### src/hw/sswr_pkg.sv
/*
 * Holds the shared constants of the supply supervisor and watchdog block.
 * Assumes a single 20 MHz clock that stands in for the internal time base.
 */
// Function
// - The reset output is only ever pulled low or released, and low means reset.
// - Reset is asserted while the rail comparator reports the rail below its threshold.
// - After the rail recovers or the watchdog expires, reset stays low for the full hold period.
// - Every rising and every falling edge of the strobe clears the watchdog counter.
// - When the watchdog counter reaches the timeout without a clear, reset is asserted.
// - While reset is asserted the watchdog counter is held cleared and does not count.
// - A floating or high-impedance strobe disables the watchdog entirely.
// - Reset is asserted while the manual reset input is held low.
// - After the manual reset input returns high, reset stays low for the full hold period.
// - Low-going glitches of up to about 100 ns on the manual reset input are ignored.
// - Reset is asserted at once when the input supply falls below the lockout level.
// - Below the lockout level reset is held low down to about one volt of supply.
package sswr_pkg;
    // Clock period in picoseconds, 20 MHz.
    localparam int CLK_PERIOD_PS = 50000;
    // Longest manual reset glitch to be ignored, in nanoseconds.
    localparam int MR_GLITCH_NS = 100;
    // Cycles a low must persist to count; one more than the glitch covers.
    localparam int MR_GLITCH_CYC =
        (MR_GLITCH_NS * 1000 + CLK_PERIOD_PS - 1) / CLK_PERIOD_PS + 1;
    // Shortest strobe pulse that must be seen, in nanoseconds.
    localparam int WD_MIN_PULSE_NS = 80;
    // Default reset hold and watchdog timeout, in clock cycles.
    localparam int HOLD_CYC_DEF = 4000000;
    localparam int WD_CYC_DEF = 32000000;
    localparam int CNT_W = 32;
    localparam logic [CNT_W-1:0] CNT_ZERO = 32'h0000_0000;
    localparam logic [CNT_W-1:0] CNT_ONE = 32'h0000_0001;
    localparam logic [3:0] MR_ZERO = 4'h0;
    localparam logic [3:0] MR_ONE = 4'h1;
    // Output states of the reset sequencer.
    typedef enum logic [0:0] {SSWR_HOLD, SSWR_RUN} sswr_state_t;
endpackage

### src/hw/sswr_top.sv
/*
 * Supervisor logic: merges rail, lockout, manual and watchdog reset causes,
 * stretches them by a hold period and drives an open-drain reset pin.
 * The watchdog counts clock cycles between strobe edges and raises a
 * two-cycle expiry that the sequencer turns into a full reset pulse.
 * Checks on the cause logic, the counters and the pin sit at the end.
 * Assumes the analog comparators arrive as logic levels from other domains
 * and that a pad detector reports when the strobe pin is not driven.
 * Assumes an external pull-up on the reset pin; the pin is never driven
 * high, so the pull-up alone defines the released level.
 * Assumes the clock runs whenever the supply is above about one volt, so
 * the state register keeps the pin low through a supply collapse.
 */
`timescale 1ns/10ps
module sswr_top
    import sswr_pkg::*;
#(
    parameter int HOLD_CYC = HOLD_CYC_DEF,
    parameter int WD_CYC = WD_CYC_DEF
) (
    // Clock and reset.
    input wire logic CLK,
    input wire logic RST_N,
    // Analog comparator levels, high means fault.
    input wire logic RAIL_LOW_IN,
    input wire logic SUPPLY_LOCKOUT_IN,
    // Processor side pins.
    input wire logic MANUAL_RESET_IN_N,
    input wire logic WATCHDOG_STROBE_IN,
    input wire logic WATCHDOG_STROBE_FLOAT_IN,
    // Open-drain reset pin.
    output logic PROCESSOR_RESET_OUT_N_O,
    output logic PROCESSOR_RESET_OUT_N_OE
);
    logic [1:0] rail_s_r, uvlo_s_r, mr_s_r, wdi_s_r, flt_s_r;
    logic wdi_d_r;
    logic [3:0] mr_cnt_r;
    logic mr_low_r;
    logic [CNT_W-1:0] wd_cnt_r, hold_cnt_r;
    logic wd_exp_r;
    sswr_state_t state_r;
    logic fault, wdi_edge, wd_off;

    // True when a count stands on the last cycle of a span of len cycles.
    function automatic logic at_end(logic [CNT_W-1:0] cnt, int len);
        return cnt == CNT_W'(len - 1);
    endfunction

    // Two-stage synchronisers for every external level.
    always_ff @(posedge CLK or negedge RST_N) begin
        if (!RST_N) begin
            rail_s_r <= 2'h3;
            uvlo_s_r <= 2'h3;
            mr_s_r <= 2'h3;
            wdi_s_r <= 2'h0;
            flt_s_r <= 2'h3;
        end else begin
            rail_s_r <= {rail_s_r[0], RAIL_LOW_IN};
            uvlo_s_r <= {uvlo_s_r[0], SUPPLY_LOCKOUT_IN};
            mr_s_r <= {mr_s_r[0], MANUAL_RESET_IN_N};
            wdi_s_r <= {wdi_s_r[0], WATCHDOG_STROBE_IN};
            flt_s_r <= {flt_s_r[0], WATCHDOG_STROBE_FLOAT_IN};
        end
    end

    // Manual reset debounce: a low counts only once it outlasts a glitch.
    always_ff @(posedge CLK or negedge RST_N) begin
        if (!RST_N) begin
            mr_cnt_r <= MR_ZERO;
            mr_low_r <= 1'b0;
        end else if (mr_s_r[1]) begin
            mr_cnt_r <= MR_ZERO;
            mr_low_r <= 1'b0;
        end else if (mr_cnt_r == 4'(MR_GLITCH_CYC - 1)) begin
            mr_low_r <= 1'b1;
        end else begin
            mr_cnt_r <= mr_cnt_r + MR_ONE;
        end
    end

    // Previous strobe level for edge detection.
    always_ff @(posedge CLK or negedge RST_N) begin
        if (!RST_N) begin
            wdi_d_r <= 1'b0;
        end else begin
            wdi_d_r <= wdi_s_r[1];
        end
    end

    assign wdi_edge = wdi_s_r[1] ^ wdi_d_r;
    assign wd_off = flt_s_r[1];
    // Any cause that holds reset low; lockout acts without waiting.
    assign fault = rail_s_r[1] | uvlo_s_r[1] | mr_low_r | wd_exp_r;

    // Watchdog counter, cleared by edges, reset, or when disabled.
    always_ff @(posedge CLK or negedge RST_N) begin
        if (!RST_N) begin
            wd_cnt_r <= CNT_ZERO;
            wd_exp_r <= 1'b0;
        end else if (state_r == SSWR_HOLD || wd_off || wdi_edge) begin
            wd_cnt_r <= CNT_ZERO;
            wd_exp_r <= 1'b0;
        end else if (at_end(wd_cnt_r, WD_CYC)) begin
            wd_exp_r <= 1'b1;
        end else begin
            wd_cnt_r <= wd_cnt_r + CNT_ONE;
        end
    end

    // Reset sequencer: hold low while a fault stands, then for HOLD_CYC.
    always_ff @(posedge CLK or negedge RST_N) begin
        if (!RST_N) begin
            state_r <= SSWR_HOLD;
            hold_cnt_r <= CNT_ZERO;
        end else if (fault) begin
            state_r <= SSWR_HOLD;
            hold_cnt_r <= CNT_ZERO;
        end else begin
            unique case (state_r)
                SSWR_HOLD: begin
                    if (at_end(hold_cnt_r, HOLD_CYC)) begin
                        state_r <= SSWR_RUN;
                    end else begin
                        hold_cnt_r <= hold_cnt_r + CNT_ONE;
                    end
                end
                SSWR_RUN: begin
                    hold_cnt_r <= CNT_ZERO;
                end
            endcase
        end
    end

    // Open drain: output value is always low, enable drives it.
    assign PROCESSOR_RESET_OUT_N_O = 1'b0;
    assign PROCESSOR_RESET_OUT_N_OE = (state_r == SSWR_HOLD);

    // Checks kept beside the logic.

    // Cycles since the last fault, saturating at the hold length.
    logic [CNT_W-1:0] quiet_cnt_r;
    always_ff @(posedge CLK or negedge RST_N) begin
        if (!RST_N) begin
            quiet_cnt_r <= CNT_ZERO;
        end else if (fault) begin
            quiet_cnt_r <= CNT_ZERO;
        end else if (quiet_cnt_r != CNT_W'(HOLD_CYC)) begin
            quiet_cnt_r <= quiet_cnt_r + CNT_ONE;
        end
    end

    // The data side of the pin never carries a high level.
    a_never_high: assert property (
        @(posedge CLK) disable iff (!RST_N)
        PROCESSOR_RESET_OUT_N_O == 1'b0)
        else $error("reset pin driven high");

    // A low rail pulls the pin one cycle after it is seen.
    a_rail_asserts: assert property (
        @(posedge CLK) disable iff (!RST_N)
        rail_s_r[1] |=> PROCESSOR_RESET_OUT_N_OE)
        else $error("rail low did not assert reset");

    // Lockout pulls the pin with no debounce or delay of its own.
    a_uvlo_asserts: assert property (
        @(posedge CLK) disable iff (!RST_N)
        uvlo_s_r[1] |=> PROCESSOR_RESET_OUT_N_OE)
        else $error("lockout did not assert reset");

    // Release happens only from the last hold count.
    a_hold_full: assert property (
        @(posedge CLK) disable iff (!RST_N)
        $rose(state_r == SSWR_RUN) |-> at_end(hold_cnt_r, HOLD_CYC))
        else $error("reset released before hold ended");

    // A released pin means a whole hold span passed without a fault.
    a_release_late: assert property (
        @(posedge CLK) disable iff (!RST_N)
        !PROCESSOR_RESET_OUT_N_OE |-> quiet_cnt_r == CNT_W'(HOLD_CYC))
        else $error("reset released without a full hold");

    // Every strobe edge empties the watchdog count.
    a_edge_clears: assert property (
        @(posedge CLK) disable iff (!RST_N)
        wdi_edge |=> wd_cnt_r == CNT_ZERO)
        else $error("strobe edge did not clear watchdog");

    // Expiry is turned into reset on the next cycle.
    a_wd_expiry: assert property (
        @(posedge CLK) disable iff (!RST_N)
        wd_exp_r |=> PROCESSOR_RESET_OUT_N_OE)
        else $error("watchdog expiry did not reset");

    // An unserviced count on its last cycle raises expiry.
    a_wd_fires: assert property (
        @(posedge CLK) disable iff (!RST_N)
        state_r == SSWR_RUN && !wd_off && !wdi_edge &&
        at_end(wd_cnt_r, WD_CYC) |=> wd_exp_r)
        else $error("watchdog did not expire on time");

    // An unserviced count below its end moves up by one.
    a_wd_counts: assert property (
        @(posedge CLK) disable iff (!RST_N)
        state_r == SSWR_RUN && !wd_off && !wdi_edge &&
        !at_end(wd_cnt_r, WD_CYC) |=> wd_cnt_r == $past(wd_cnt_r) + CNT_ONE)
        else $error("watchdog count did not advance");

    // The count is held at zero while reset is active.
    a_wd_frozen: assert property (
        @(posedge CLK) disable iff (!RST_N)
        state_r == SSWR_HOLD |=> wd_cnt_r == CNT_ZERO)
        else $error("watchdog counted during reset");

    // Expiry lasts two cycles; the reset it causes clears it.
    a_exp_clears: assert property (
        @(posedge CLK) disable iff (!RST_N)
        wd_exp_r |-> ##2 !wd_exp_r)
        else $error("watchdog expiry not cleared by reset");

    // An undriven strobe pin keeps the watchdog idle.
    a_wd_disabled: assert property (
        @(posedge CLK) disable iff (!RST_N)
        wd_off |=> !wd_exp_r && wd_cnt_r == CNT_ZERO)
        else $error("floating strobe did not disable watchdog");

    // A one-cycle low on the manual input is dropped.
    a_mr_glitch: assert property (
        @(posedge CLK) disable iff (!RST_N)
        $fell(mr_s_r[1]) ##1 mr_s_r[1] |-> !mr_low_r)
        else $error("short manual reset glitch accepted");

    // A two-cycle low, the longest glitch, is dropped as well.
    a_mr_short: assert property (
        @(posedge CLK) disable iff (!RST_N)
        $fell(mr_s_r[1]) ##1 !mr_s_r[1] ##1 mr_s_r[1] |-> !mr_low_r)
        else $error("two cycle manual glitch accepted");

    // Three synchronised low cycles are a real manual request.
    a_mr_accept: assert property (
        @(posedge CLK) disable iff (!RST_N)
        !mr_s_r[1] [*3] |=> mr_low_r)
        else $error("held manual reset not accepted");

    // An accepted manual request pulls the pin.
    a_mr_asserts: assert property (
        @(posedge CLK) disable iff (!RST_N)
        mr_low_r |=> PROCESSOR_RESET_OUT_N_OE)
        else $error("manual reset did not assert reset");

    // Letting go of the button ends the request at once.
    a_mr_clear: assert property (
        @(posedge CLK) disable iff (!RST_N)
        mr_s_r[1] |=> !mr_low_r)
        else $error("manual request outlived the button");

    // The pin is still low when the manual request ends.
    a_mr_release: assert property (
        @(posedge CLK) disable iff (!RST_N)
        $fell(mr_low_r) |-> PROCESSOR_RESET_OUT_N_OE)
        else $error("manual release dropped reset at once");

    // Any standing cause keeps the pin low on the next cycle.
    a_fault_holds: assert property (
        @(posedge CLK) disable iff (!RST_N)
        fault |=> PROCESSOR_RESET_OUT_N_OE)
        else $error("standing fault let reset go");

    // A fault restarts the hold span from zero.
    a_hold_clear: assert property (
        @(posedge CLK) disable iff (!RST_N)
        fault |=> hold_cnt_r == CNT_ZERO)
        else $error("fault did not restart the hold");

    // With no fault the hold count steps until its end.
    a_hold_counts: assert property (
        @(posedge CLK) disable iff (!RST_N)
        state_r == SSWR_HOLD && !fault && !at_end(hold_cnt_r, HOLD_CYC)
        |=> hold_cnt_r == $past(hold_cnt_r) + CNT_ONE)
        else $error("hold count did not advance");

    // The hold count never passes its last value.
    a_hold_bound: assert property (
        @(posedge CLK) disable iff (!RST_N)
        hold_cnt_r <= CNT_W'(HOLD_CYC - 1))
        else $error("hold count out of range");

    // The watchdog count never passes its last value.
    a_wd_bound: assert property (
        @(posedge CLK) disable iff (!RST_N)
        wd_cnt_r <= CNT_W'(WD_CYC - 1))
        else $error("watchdog count out of range");

    // Running means the rail was good on the cycle before.
    a_run_clean: assert property (
        @(posedge CLK) disable iff (!RST_N)
        state_r == SSWR_RUN |-> !$past(rail_s_r[1]))
        else $error("running with the rail low");

    // Running means the supply was above lockout on the cycle before.
    a_lock_clean: assert property (
        @(posedge CLK) disable iff (!RST_N)
        state_r == SSWR_RUN |-> !$past(uvlo_s_r[1]))
        else $error("running below lockout");
endmodule

### config.mk
export PLATFORM = sky130hd
export DESIGN_NAME = sswr_top
export DESIGN_NICKNAME = d
export VERILOG_FILES = /design/src/hw/sswr_pkg.sv /design/src/hw/sswr_top.sv
export SDC_FILE = /design/constraint.sdc
export NUM_CORES = 1
export LEC_CHECK = 0
export ABC_AREA = 1
export BUFFER_PORTS_ARGS = -buffer_cell sky130_fd_sc_hd__buf_2
export CAP_MARGIN = 40
export CORE_ASPECT_RATIO = 1.25
export CORE_MARGIN = 2
export CORE_UTILIZATION = 45
export DETAILED_ROUTE_END_ITERATION = 16
export PLACE_DENSITY_LB_ADDON = 0.25
export SLEW_MARGIN = 40
export SYNTH_ARGS = -nofsm -noshare
export SYNTH_HDL_FRONTEND = slang
export SYNTH_SLANG_ARGS = --single-unit
### constraint.sdc
create_clock -name CLK -period 2.1 [get_ports CLK]
set_input_delay 0.315 -clock CLK [delete_from_list [all_inputs] [get_ports CLK]]
set_output_delay 0.315 -clock CLK [all_outputs]
set_load 0.1 [all_outputs]
Word level (Yosys, flattened, before mapping)
Cells that the tools add are included.

storage, ports and cells
  register bits = 82
  logic and storage cells = 44

cells by class
  add/sub/neg operators = 3
  eq/ne operators = 6
  mux-type cells = 14
  bitwise operators = 5
  reduce and logical (&&, ||, !) cells = 4

operators by type and width
  cell                     count
  $mux W32                 4
  $add A32 B1 Y32 const B  2
  $pmux W32 S2             1
  $eq A32 B22 Y1 const B   1
  $eq A32 B25 Y1 const B   1
  $mux W4                  2
  $mux W1                  7
  $add A4 B1 Y4 const B    1
  $eq A4 B2 Y1 const B     1
  $ne A2 B2 Y1 const B     2
  $reduce_bool A2 Y1       2
  $ne A3 B3 Y1 const B     1
  $or A1 B1 Y1             3
  $logic_or A1 B1 Y1       2
  $not A1 Y1               1
  $xor A1 B1 Y1            1

Longest topological paths before layout
Gate-level depths: netlist (run 1).

  depth after elaboration = 4
  gate-level depth with buffers = 11

Worst setup path after synthesis (run 1)
Ideal clock, no wire load.

  kind = register to register
  start = reg state_r
  end = reg wd_cnt_r[7]
  setup time = 0.128 ns
  arrival time = 1.457 ns
  data required time = 1.972 ns
  slack = 0.514 ns
  stages on the path, launching flop included = 8
  path buffers = 1
  clock period less this slack = 1.586 ns
  cell sequence = dfrtp_1 > inv_2 > nor3_2 > o21ai_2 > clkinv_2 > nand3_2 > buf_2 > o31ai_1

on the way
  longest elaborated chain between the ends = 4
  elaborated cells between the ends (all ways) = 5
  classes of those cells = eq/ne (1); mux (1); bitwise (1); reduce/logical (2)

RTL lines
  what                                                              RTL line         source
  start, declared                                                   sswr_top.sv:41   sswr_state_t state_r;
  start signal, assigned                                            sswr_top.sv:113  state_r <= SSWR_HOLD;
  start signal, assigned                                            sswr_top.sv:116  state_r <= SSWR_HOLD;
  start signal, assigned                                            sswr_top.sv:122  state_r <= SSWR_RUN;
  $not A1 Y1 *                                                      n/a
  via PROCESSOR_RESET_OUT_N_OE                                      sswr_top.sv:33   output logic PROCESSOR_RESET_OUT_N_OE
  $logic_or A1 B1 Y1 * (2 in a row)                                 sswr_top.sv:100  end else if (state_r == SSWR_HOLD || wd_off || wdi_edge) begin
  $ne A2 B2 Y1 (no source line) / $mux W32 (equally long branches)  n/a
  end signal, assigned                                              sswr_top.sv:106  wd_cnt_r <= wd_cnt_r + CNT_ONE;
  end, declared                                                     sswr_top.sv:39   logic [CNT_W-1:0] wd_cnt_r, hold_cnt_r;

The timed path passes the listed nets; every way through them passes the cells marked *.
A chain may end at the register's enable or synchronous reset.

Final worst setup path (run 1)
  start = reg hold_cnt_r[0]
  end = reg hold_cnt_r[0]

on the way
  longest elaborated chain between the ends = 4
  elaborated cells between the ends (all ways) = 6
  classes of those cells = add/sub (1); eq/ne (2); mux (3)

RTL lines
  what                    RTL line         source
  start, declared         sswr_top.sv:39
  start signal, assigned  sswr_top.sv:124  hold_cnt_r <= hold_cnt_r + CNT_ONE;
  $add A32 B1 Y32         sswr_top.sv:124
  $mux W32                sswr_top.sv:121  if (at_end(hold_cnt_r, HOLD_CYC)) begin
  $pmux W32 S2            sswr_top.sv:119  unique case (state_r)
  $mux W32                sswr_top.sv:115  end else if (fault) begin

Several ways; a longest one is shown, not always the timed one. The select of a mux whose other input is x is not followed.

==> run metrics, run 1 <==
area leader, netlist dfrtp_1; number of global-route vias before repair 3758; grt ovf 0; crit-path max FO 12; I/O Buffers 7; number of max-cap violations 0; DP Wirelength 7590 um; num rows 41; Total GRT Usage 20.7%; Final Power 3.61 mW; sequential element share of the synthesized area 44.9%; post-synth design cell area 0.00460 mm2; Skew-Pair Late Insertion Delay 0.35 ns; Fin Setup TNS 0 ns; Ports 9; status completed; FF+latch count, synth 82; CP Launch Type flop; gpl congestion 0.938; VDD IR-drop max 0.477 mV; asr flop ratio synth 100%; unrepaired setup endpoints after global routing false; via count 3903; CP Data Arrival Time 2.16 ns; final hold violation count 0; postcts setup bufs 0; post-synth cell types 34; Core Region 0.0100 mm2; Reg clk slew, reported paths 0.06 ns; Syn Area/Cell 7.38 um2; First-pass DRT Iterations 7; H-Tree Level Count 3; DR vias/cell 5.06; Initial DRC Count 180; Max Clk Rate 527 MHz; nets@finish 649; Pwr Density 705 mW/mm2; Worst path max stage delay 0.41 ns; largest net degree at the start of global routing 63; CP endpoint kind flop; DRC viols 0; Die Ht 117 um; slowest library cell on the worst path dfrtp_1; # clock sinks 82; Die W 94.4 um; Starting Density 46.0%; fin crit period 1.90 ns; number of synthesized flops with an enable pin 0; Req. time, crit path 2.36 ns; share of cells above drive strength 1 12.8%; die area 0.0110 mm2; worst hold path class primary input to flop; Max Root-Sink Buffers 2; final setup fails 0; Final Max Tran Viols 0; DR WL/cell 13.2 um; drt total wl 10200 um; Antenna Violating Nets Remaining 0; fill count 962; Setup CP Type flop to flop; area grow syn2layout 11.4%; leakage power 2.13 nW; top cells by area, synth dfrtp_1, nand2_1, nor2_1; Num CTS Buffers 9; Synth Net Count 634; antenna cells 0; Syn. warnings 0; post-route clock period utilization 90.4%; clock skew after layout 0.00746 ns; TritonCTS clock tree yes; first-pass GRT wire length 17600 um; worst-path cell chain ha_1 > nand3_2 > inv_2 > nand2_1 > nor2_1 > nand2_1 > nor2_1 > inv_1 > a21oi_1; PostCTS Resize Cnt 0; initial antenna violation count 0; Post-synth top flop dfrtp_1; share of the synthesized area in the top cell type 40.3%; Post-Syn Instances 623; CTS Root Buffer Type clkbuf_16
==> layout make-up <==
class                           instances  area, um2  area share [%]
Inverter                               78        294            5.74
Clock buffer                            9        225            4.40
Clock inverter                          7       98.8            1.93
Multi-Input combinational cell        455       2190            42.7
Timing Repair Buffer                   12       90.1            1.76
Tap cell                              129        161            3.15
Sequential cell                        82       2060            40.3
==> metal layers <==
layer	track usage (%)	vias to the layer above	part of all wire (%)
li1	-	2004	-
met4	8.31	0	2.4
met5	0	-	0
met3	4.03	16	2.6
met1	25.0	1823	44
met2	36.4	60	51
==> layout by cell type (no fill, tap or decap), drive strengths merged <==
cell	instances
xor2	8
dlygate4sd3	1
and2	2
clkinvlp	1
a31oi	3
nand4	9
dfrtp	74
nand2	157
dfstp	8
o21ai	30
or2	6
bufinv	2
xnor2	1
a31o	1
nand3	52
a21oi	24
clkbuf	9
o31ai	2
inv	79
nor2	124
nor3	31
conb	1
ha	4
buf	11
clkinv	3
==> sequential cells by signal (all words and copies together) (netlist names) <==
signal and cells:
uvlo_s_r 2, flt_s_r 2, rail_s_r 2, mr_cnt_r 4, mr_low_r 1, mr_s_r 2
wdi_s_r 2, state_r 1, hold_cnt_r 32, wdi_d_r 1, wd_cnt_r 32, wd_exp_r 1
==> kinds of logic after synthesis <==
family / Yosys count / share of synthesized area (%)
buffers and inverters: 86 / 7.57
flip-flops: 82 / 44.9
AO/OA/AOI/OAI: 60 / 6.89
adder cells (fa/ha/maj): 4 / 1.09
AND/OR/NAND/NOR: 381 / 37.8
other: 1 / 0.0816
XOR/XNOR: 9 / 1.71
==> Yosys cell counts, drive strengths merged (2+ instances only) <==
master / n
xor2: 8
buf: 8
nor2: 124
nand3: 52
o21ai: 30
or2: 6
nor3: 31
nand2: 157
a21oi: 24
and2: 2
clkinv: 2
o31ai: 2
inv: 76
dfrtp: 74
ha: 4
dfstp: 8
a31oi: 3
nand4: 9
==> worst paths after layout <==
path | slack [ns] | start | cells past startpoint | endpoint
worst max-delay path | 0.20 | hold_cnt_r[0] | 9 | hold_cnt_r[0]
worst min-delay path | 0.06 | MANUAL_RESET_IN_N | 1 | mr_s_r[0]
worst max register to register | 0.20 | hold_cnt_r[0] | 9 | hold_cnt_r[0]
worst min register to register | 0.36 | flt_s_r[0] | 0 | flt_s_r[1]
max in group asynchronous | 1.05 | RST_N | 3 | uvlo_s_r[1]
min in group asynchronous | 0.39 | RST_N | 2 | hold_cnt_r[20]
==> through the flow <==
step                      instance area (um2)  setup WS (ns)  cells  utilization [%]  hold slack (ns)
after floorplan                          4600          0.514    623                -           0.0194
after global placement                   4780          0.386    755             47.8            0.231
after detailed placement                 4780          0.283    755             47.8            0.232
after CTS                                5120          0.223    772             51.2           0.0572
after global routing                     5120         0.0344    772             51.2           0.0453
final                                    5120          0.202    772             51.2           0.0648
==> power by group <==
part           leakage (nW)  internal [mW]  switching [mW]  total [mW]
Sequential             1.11           1.64          0.0481        1.69
Clock                 0.157           1.05           0.680        1.73
Combinational         0.868         0.0618           0.130       0.192
Total                  2.13           2.75           0.858        3.61
==> critical path, delay by kind of cell (launching register included) <==
| kind | cells | cell delay (ns) |
|---|---|---|
| adder cells (fa/ha/maj) | 1 | 0.22 |
| AND/OR/NAND/NOR | 5 | 0.84 |
| buffers and inverters | 2 | 0.18 |
| AO/OA/AOI/OAI | 1 | 0.16 |
| flip-flops | 1 | 0.41 |
==> timing repair <==
action,in CTS,in global routing
hold buffers,1,0
endpoints found under the hold margin,20,0
endpoints found under the setup margin,0,0
Power figures use the tool's default switching activity.
==> run 2, diff against run 1 <==
Settings changed: SETUP_SLACK_MARGIN from default to 0.3.
==> run metrics, run 2 (synthesis gave the netlist of run 1 again) <==
antenna cells 0 (unchanged); final hold violation count 0 (unchanged); post-route clock period utilization 79.0% (was 90.4%); Req. time, crit path 1.78 ns (was 2.36 ns); share of cells above drive strength 1 14.4% (was 12.8%); area grow syn2layout 12.9% (was 11.4%); leading cell type in the layout, fill and taps excluded nand2_1 (unchanged); number of max-cap violations 0 (unchanged); CP Data Arrival Time 1.34 ns (was 2.16 ns); Die W 94.4 um (unchanged); # clock sinks 82 (unchanged); DR vias/cell 5.05 (was 5.06); num rows 41 (unchanged); Initial DRC Count 218 (was 180); Max Clk Rate 603 MHz (was 527 MHz); Pwr Density 697 mW/mm2 (was 705 mW/mm2); nets@finish 651 (was 649); CP endpoint kind primary output (was flop); CTS Root Buffer Type clkbuf_16 (unchanged); Seq pwr share 46.6% (was 46.7%); Design Area, Final 0.00519 mm2 (was 0.00512 mm2); First-pass DRT Iterations 4 (was 7); TritonCTS clock tree yes (unchanged); most frequent cells in the layout nand2_1, nor2_1, dfrtp_1 (unchanged); initial antenna violation count 0 (unchanged); Final Non-Filler Cells 774 (was 772); Die Ht 117 um (unchanged); Total GRT Usage 20.7% (about the same); number of global-route vias before repair 3758 (unchanged); Num CTS Buffers 9 (unchanged); DP Wirelength 7590 um (unchanged); Reg clk slew, reported paths 0.07 ns (was 0.06 ns); DRC viols 0 (unchanged); I/O Buffers 7 (unchanged); DR WL/cell 13.2 um (about the same); Worst Slack Setup Final 0.442 ns (was 0.202 ns); grt ovf 0 (unchanged); drt total wl 10300 um (was 10200 um); Worst path max stage delay 0.42 ns (was 0.41 ns); gpl congestion 0.938 (unchanged); worst-path cell chain inv_2 > clkbuf_4 (was ha_1 > nand3_2 > inv_2 > nand2_1 > nor2_1 > nand2_1 > nor2_1 > inv_1 > a21oi_1); fin crit period 1.66 ns (was 1.90 ns); die area 0.0110 mm2 (unchanged); Ports 9 (unchanged); final setup fails 0 (unchanged); Net Switching 0.854 mW (was 0.858 mW); Core Region 0.0100 mm2 (unchanged); slowest library cell on the worst path dfrtp_1 (unchanged); Skew-Pair Late Insertion Delay 0.34 ns (was 0.35 ns); Max Root-Sink Buffers 2 (unchanged); Antenna Violating Nets Remaining 0 (unchanged); CP Launch Type flop (unchanged); via count 3907 (was 3903); Setup CP Type flop to primary output (was flop to flop); leakage power 2.17 nW (was 2.13 nW); clock power share 47.6% (was 48.0%); switching share of total power 23.6% (was 23.8%); Fin Setup TNS 0 ns (unchanged); crit-path max FO 9 (was 12); VDD IR-drop max 0.477 mV (about the same); first-pass GRT wire length 17700 um (was 17600 um); status completed (unchanged); worst hold path class primary input to flop (unchanged); Post-DP Area 0.00478 mm2 (unchanged); clock skew after layout 0.00729 ns (was 0.00746 ns); WHS 0.0700 ns (was 0.0648 ns); Starting Density 46.0% (unchanged); largest net degree at the start of global routing 63 (unchanged); Final Max Tran Viols 0 (unchanged); largest registers hold_cnt_r: 32 flops, wd_cnt_r: 32 flops, mr_cnt_r: 4 flops (unchanged); Placed Cells 755 (unchanged); Power Internal 2.76 mW (was 2.75 mW); Combinational Power Share 5.8% (was 5.3%); H-Tree Level Count 3 (unchanged); setup slack at placement 0.283 ns (unchanged); unrepaired setup endpoints after global routing true (was false)
## run 2: changes by cell type in the layout (fill, tap and decap cells not counted), moves of 2 or more
cell	delta
buf_4	+2
ha_1	-2
nand2_1	-2
nor2_1	-3
nor2_2	+3
## run 2: area by class of cell
type                       instances  area (um2)
clock buffer                       9         225
tap                              129         161
sequential                        82        2060
fill                             954        4810
inverter                          78         294
multi-input combinational        455        2240
clock inverter                     7        98.8
timing repair buffer              14         108
## run 2: timing repair
action / in CTS / in global routing
hold buffers: 1 / 0
setup buffers: 0 / 2
setup endpoints to repair: 3 / 28
pin swaps: 0 / 2
cloned: 0 / 0
resized for setup: 2 / 12
hold endpoints to repair: 20 / 0
## run 2: routing by layer
metal / vias to the layer above / part of all wire [%] / routed length [um] / track usage, %
met1: 1822 / 44 / 4460 / 25.2
met3: 16 / 2.6 / 269 / 4.03
met2: 63 / 52 / 5330 / 36.2
met4: 0 / 1.9 / 190 / 8.31
li1: 2006 / - / - / -
met5: - / 0 / 0 / 0
## run 2: worst paths after layout
path                            slack, ns  cells past startpoint                  endpoint              start
max in group asynchronous            1.04                      3               uvlo_s_r[1]              RST_N
worst min-delay path                 0.07                      1                 mr_s_r[0]  MANUAL_RESET_IN_N
worst max register to register       0.45                      8            hold_cnt_r[28]      hold_cnt_r[0]
worst min register to register       0.36                      0                flt_s_r[1]         flt_s_r[0]
min in group asynchronous            0.40                      2            hold_cnt_r[20]              RST_N
worst max-delay path                 0.44                      2  PROCESSOR_RESET_OUT_N_OE            state_r
## run 2: per-stage QoR
stage               power (mW)  utilization, %
finish                    3.62            51.9
global route              3.78            51.9
CTS                       3.64            51.3
detailed placement        1.91            47.8
global placement          1.89            47.8
floorplan                 1.82               -
## run 2: critical path, delay by kind of cell (launching register included)
family   cells  cell delay (ns)
flops        1             0.42
buf+inv      2             0.58
## run 2: power by group through the flow
stage | sequential, mW | combinational (mW) | clock [mW]
after global placement | 1.71 | 0.188 | 0
after floorplan | 1.70 | 0.123 | 0
after detailed placement | 1.71 | 0.194 | 0
after CTS | 1.69 | 0.199 | 1.76
final | 1.68 | 0.210 | 1.72
after global routing | 1.69 | 0.249 | 1.84
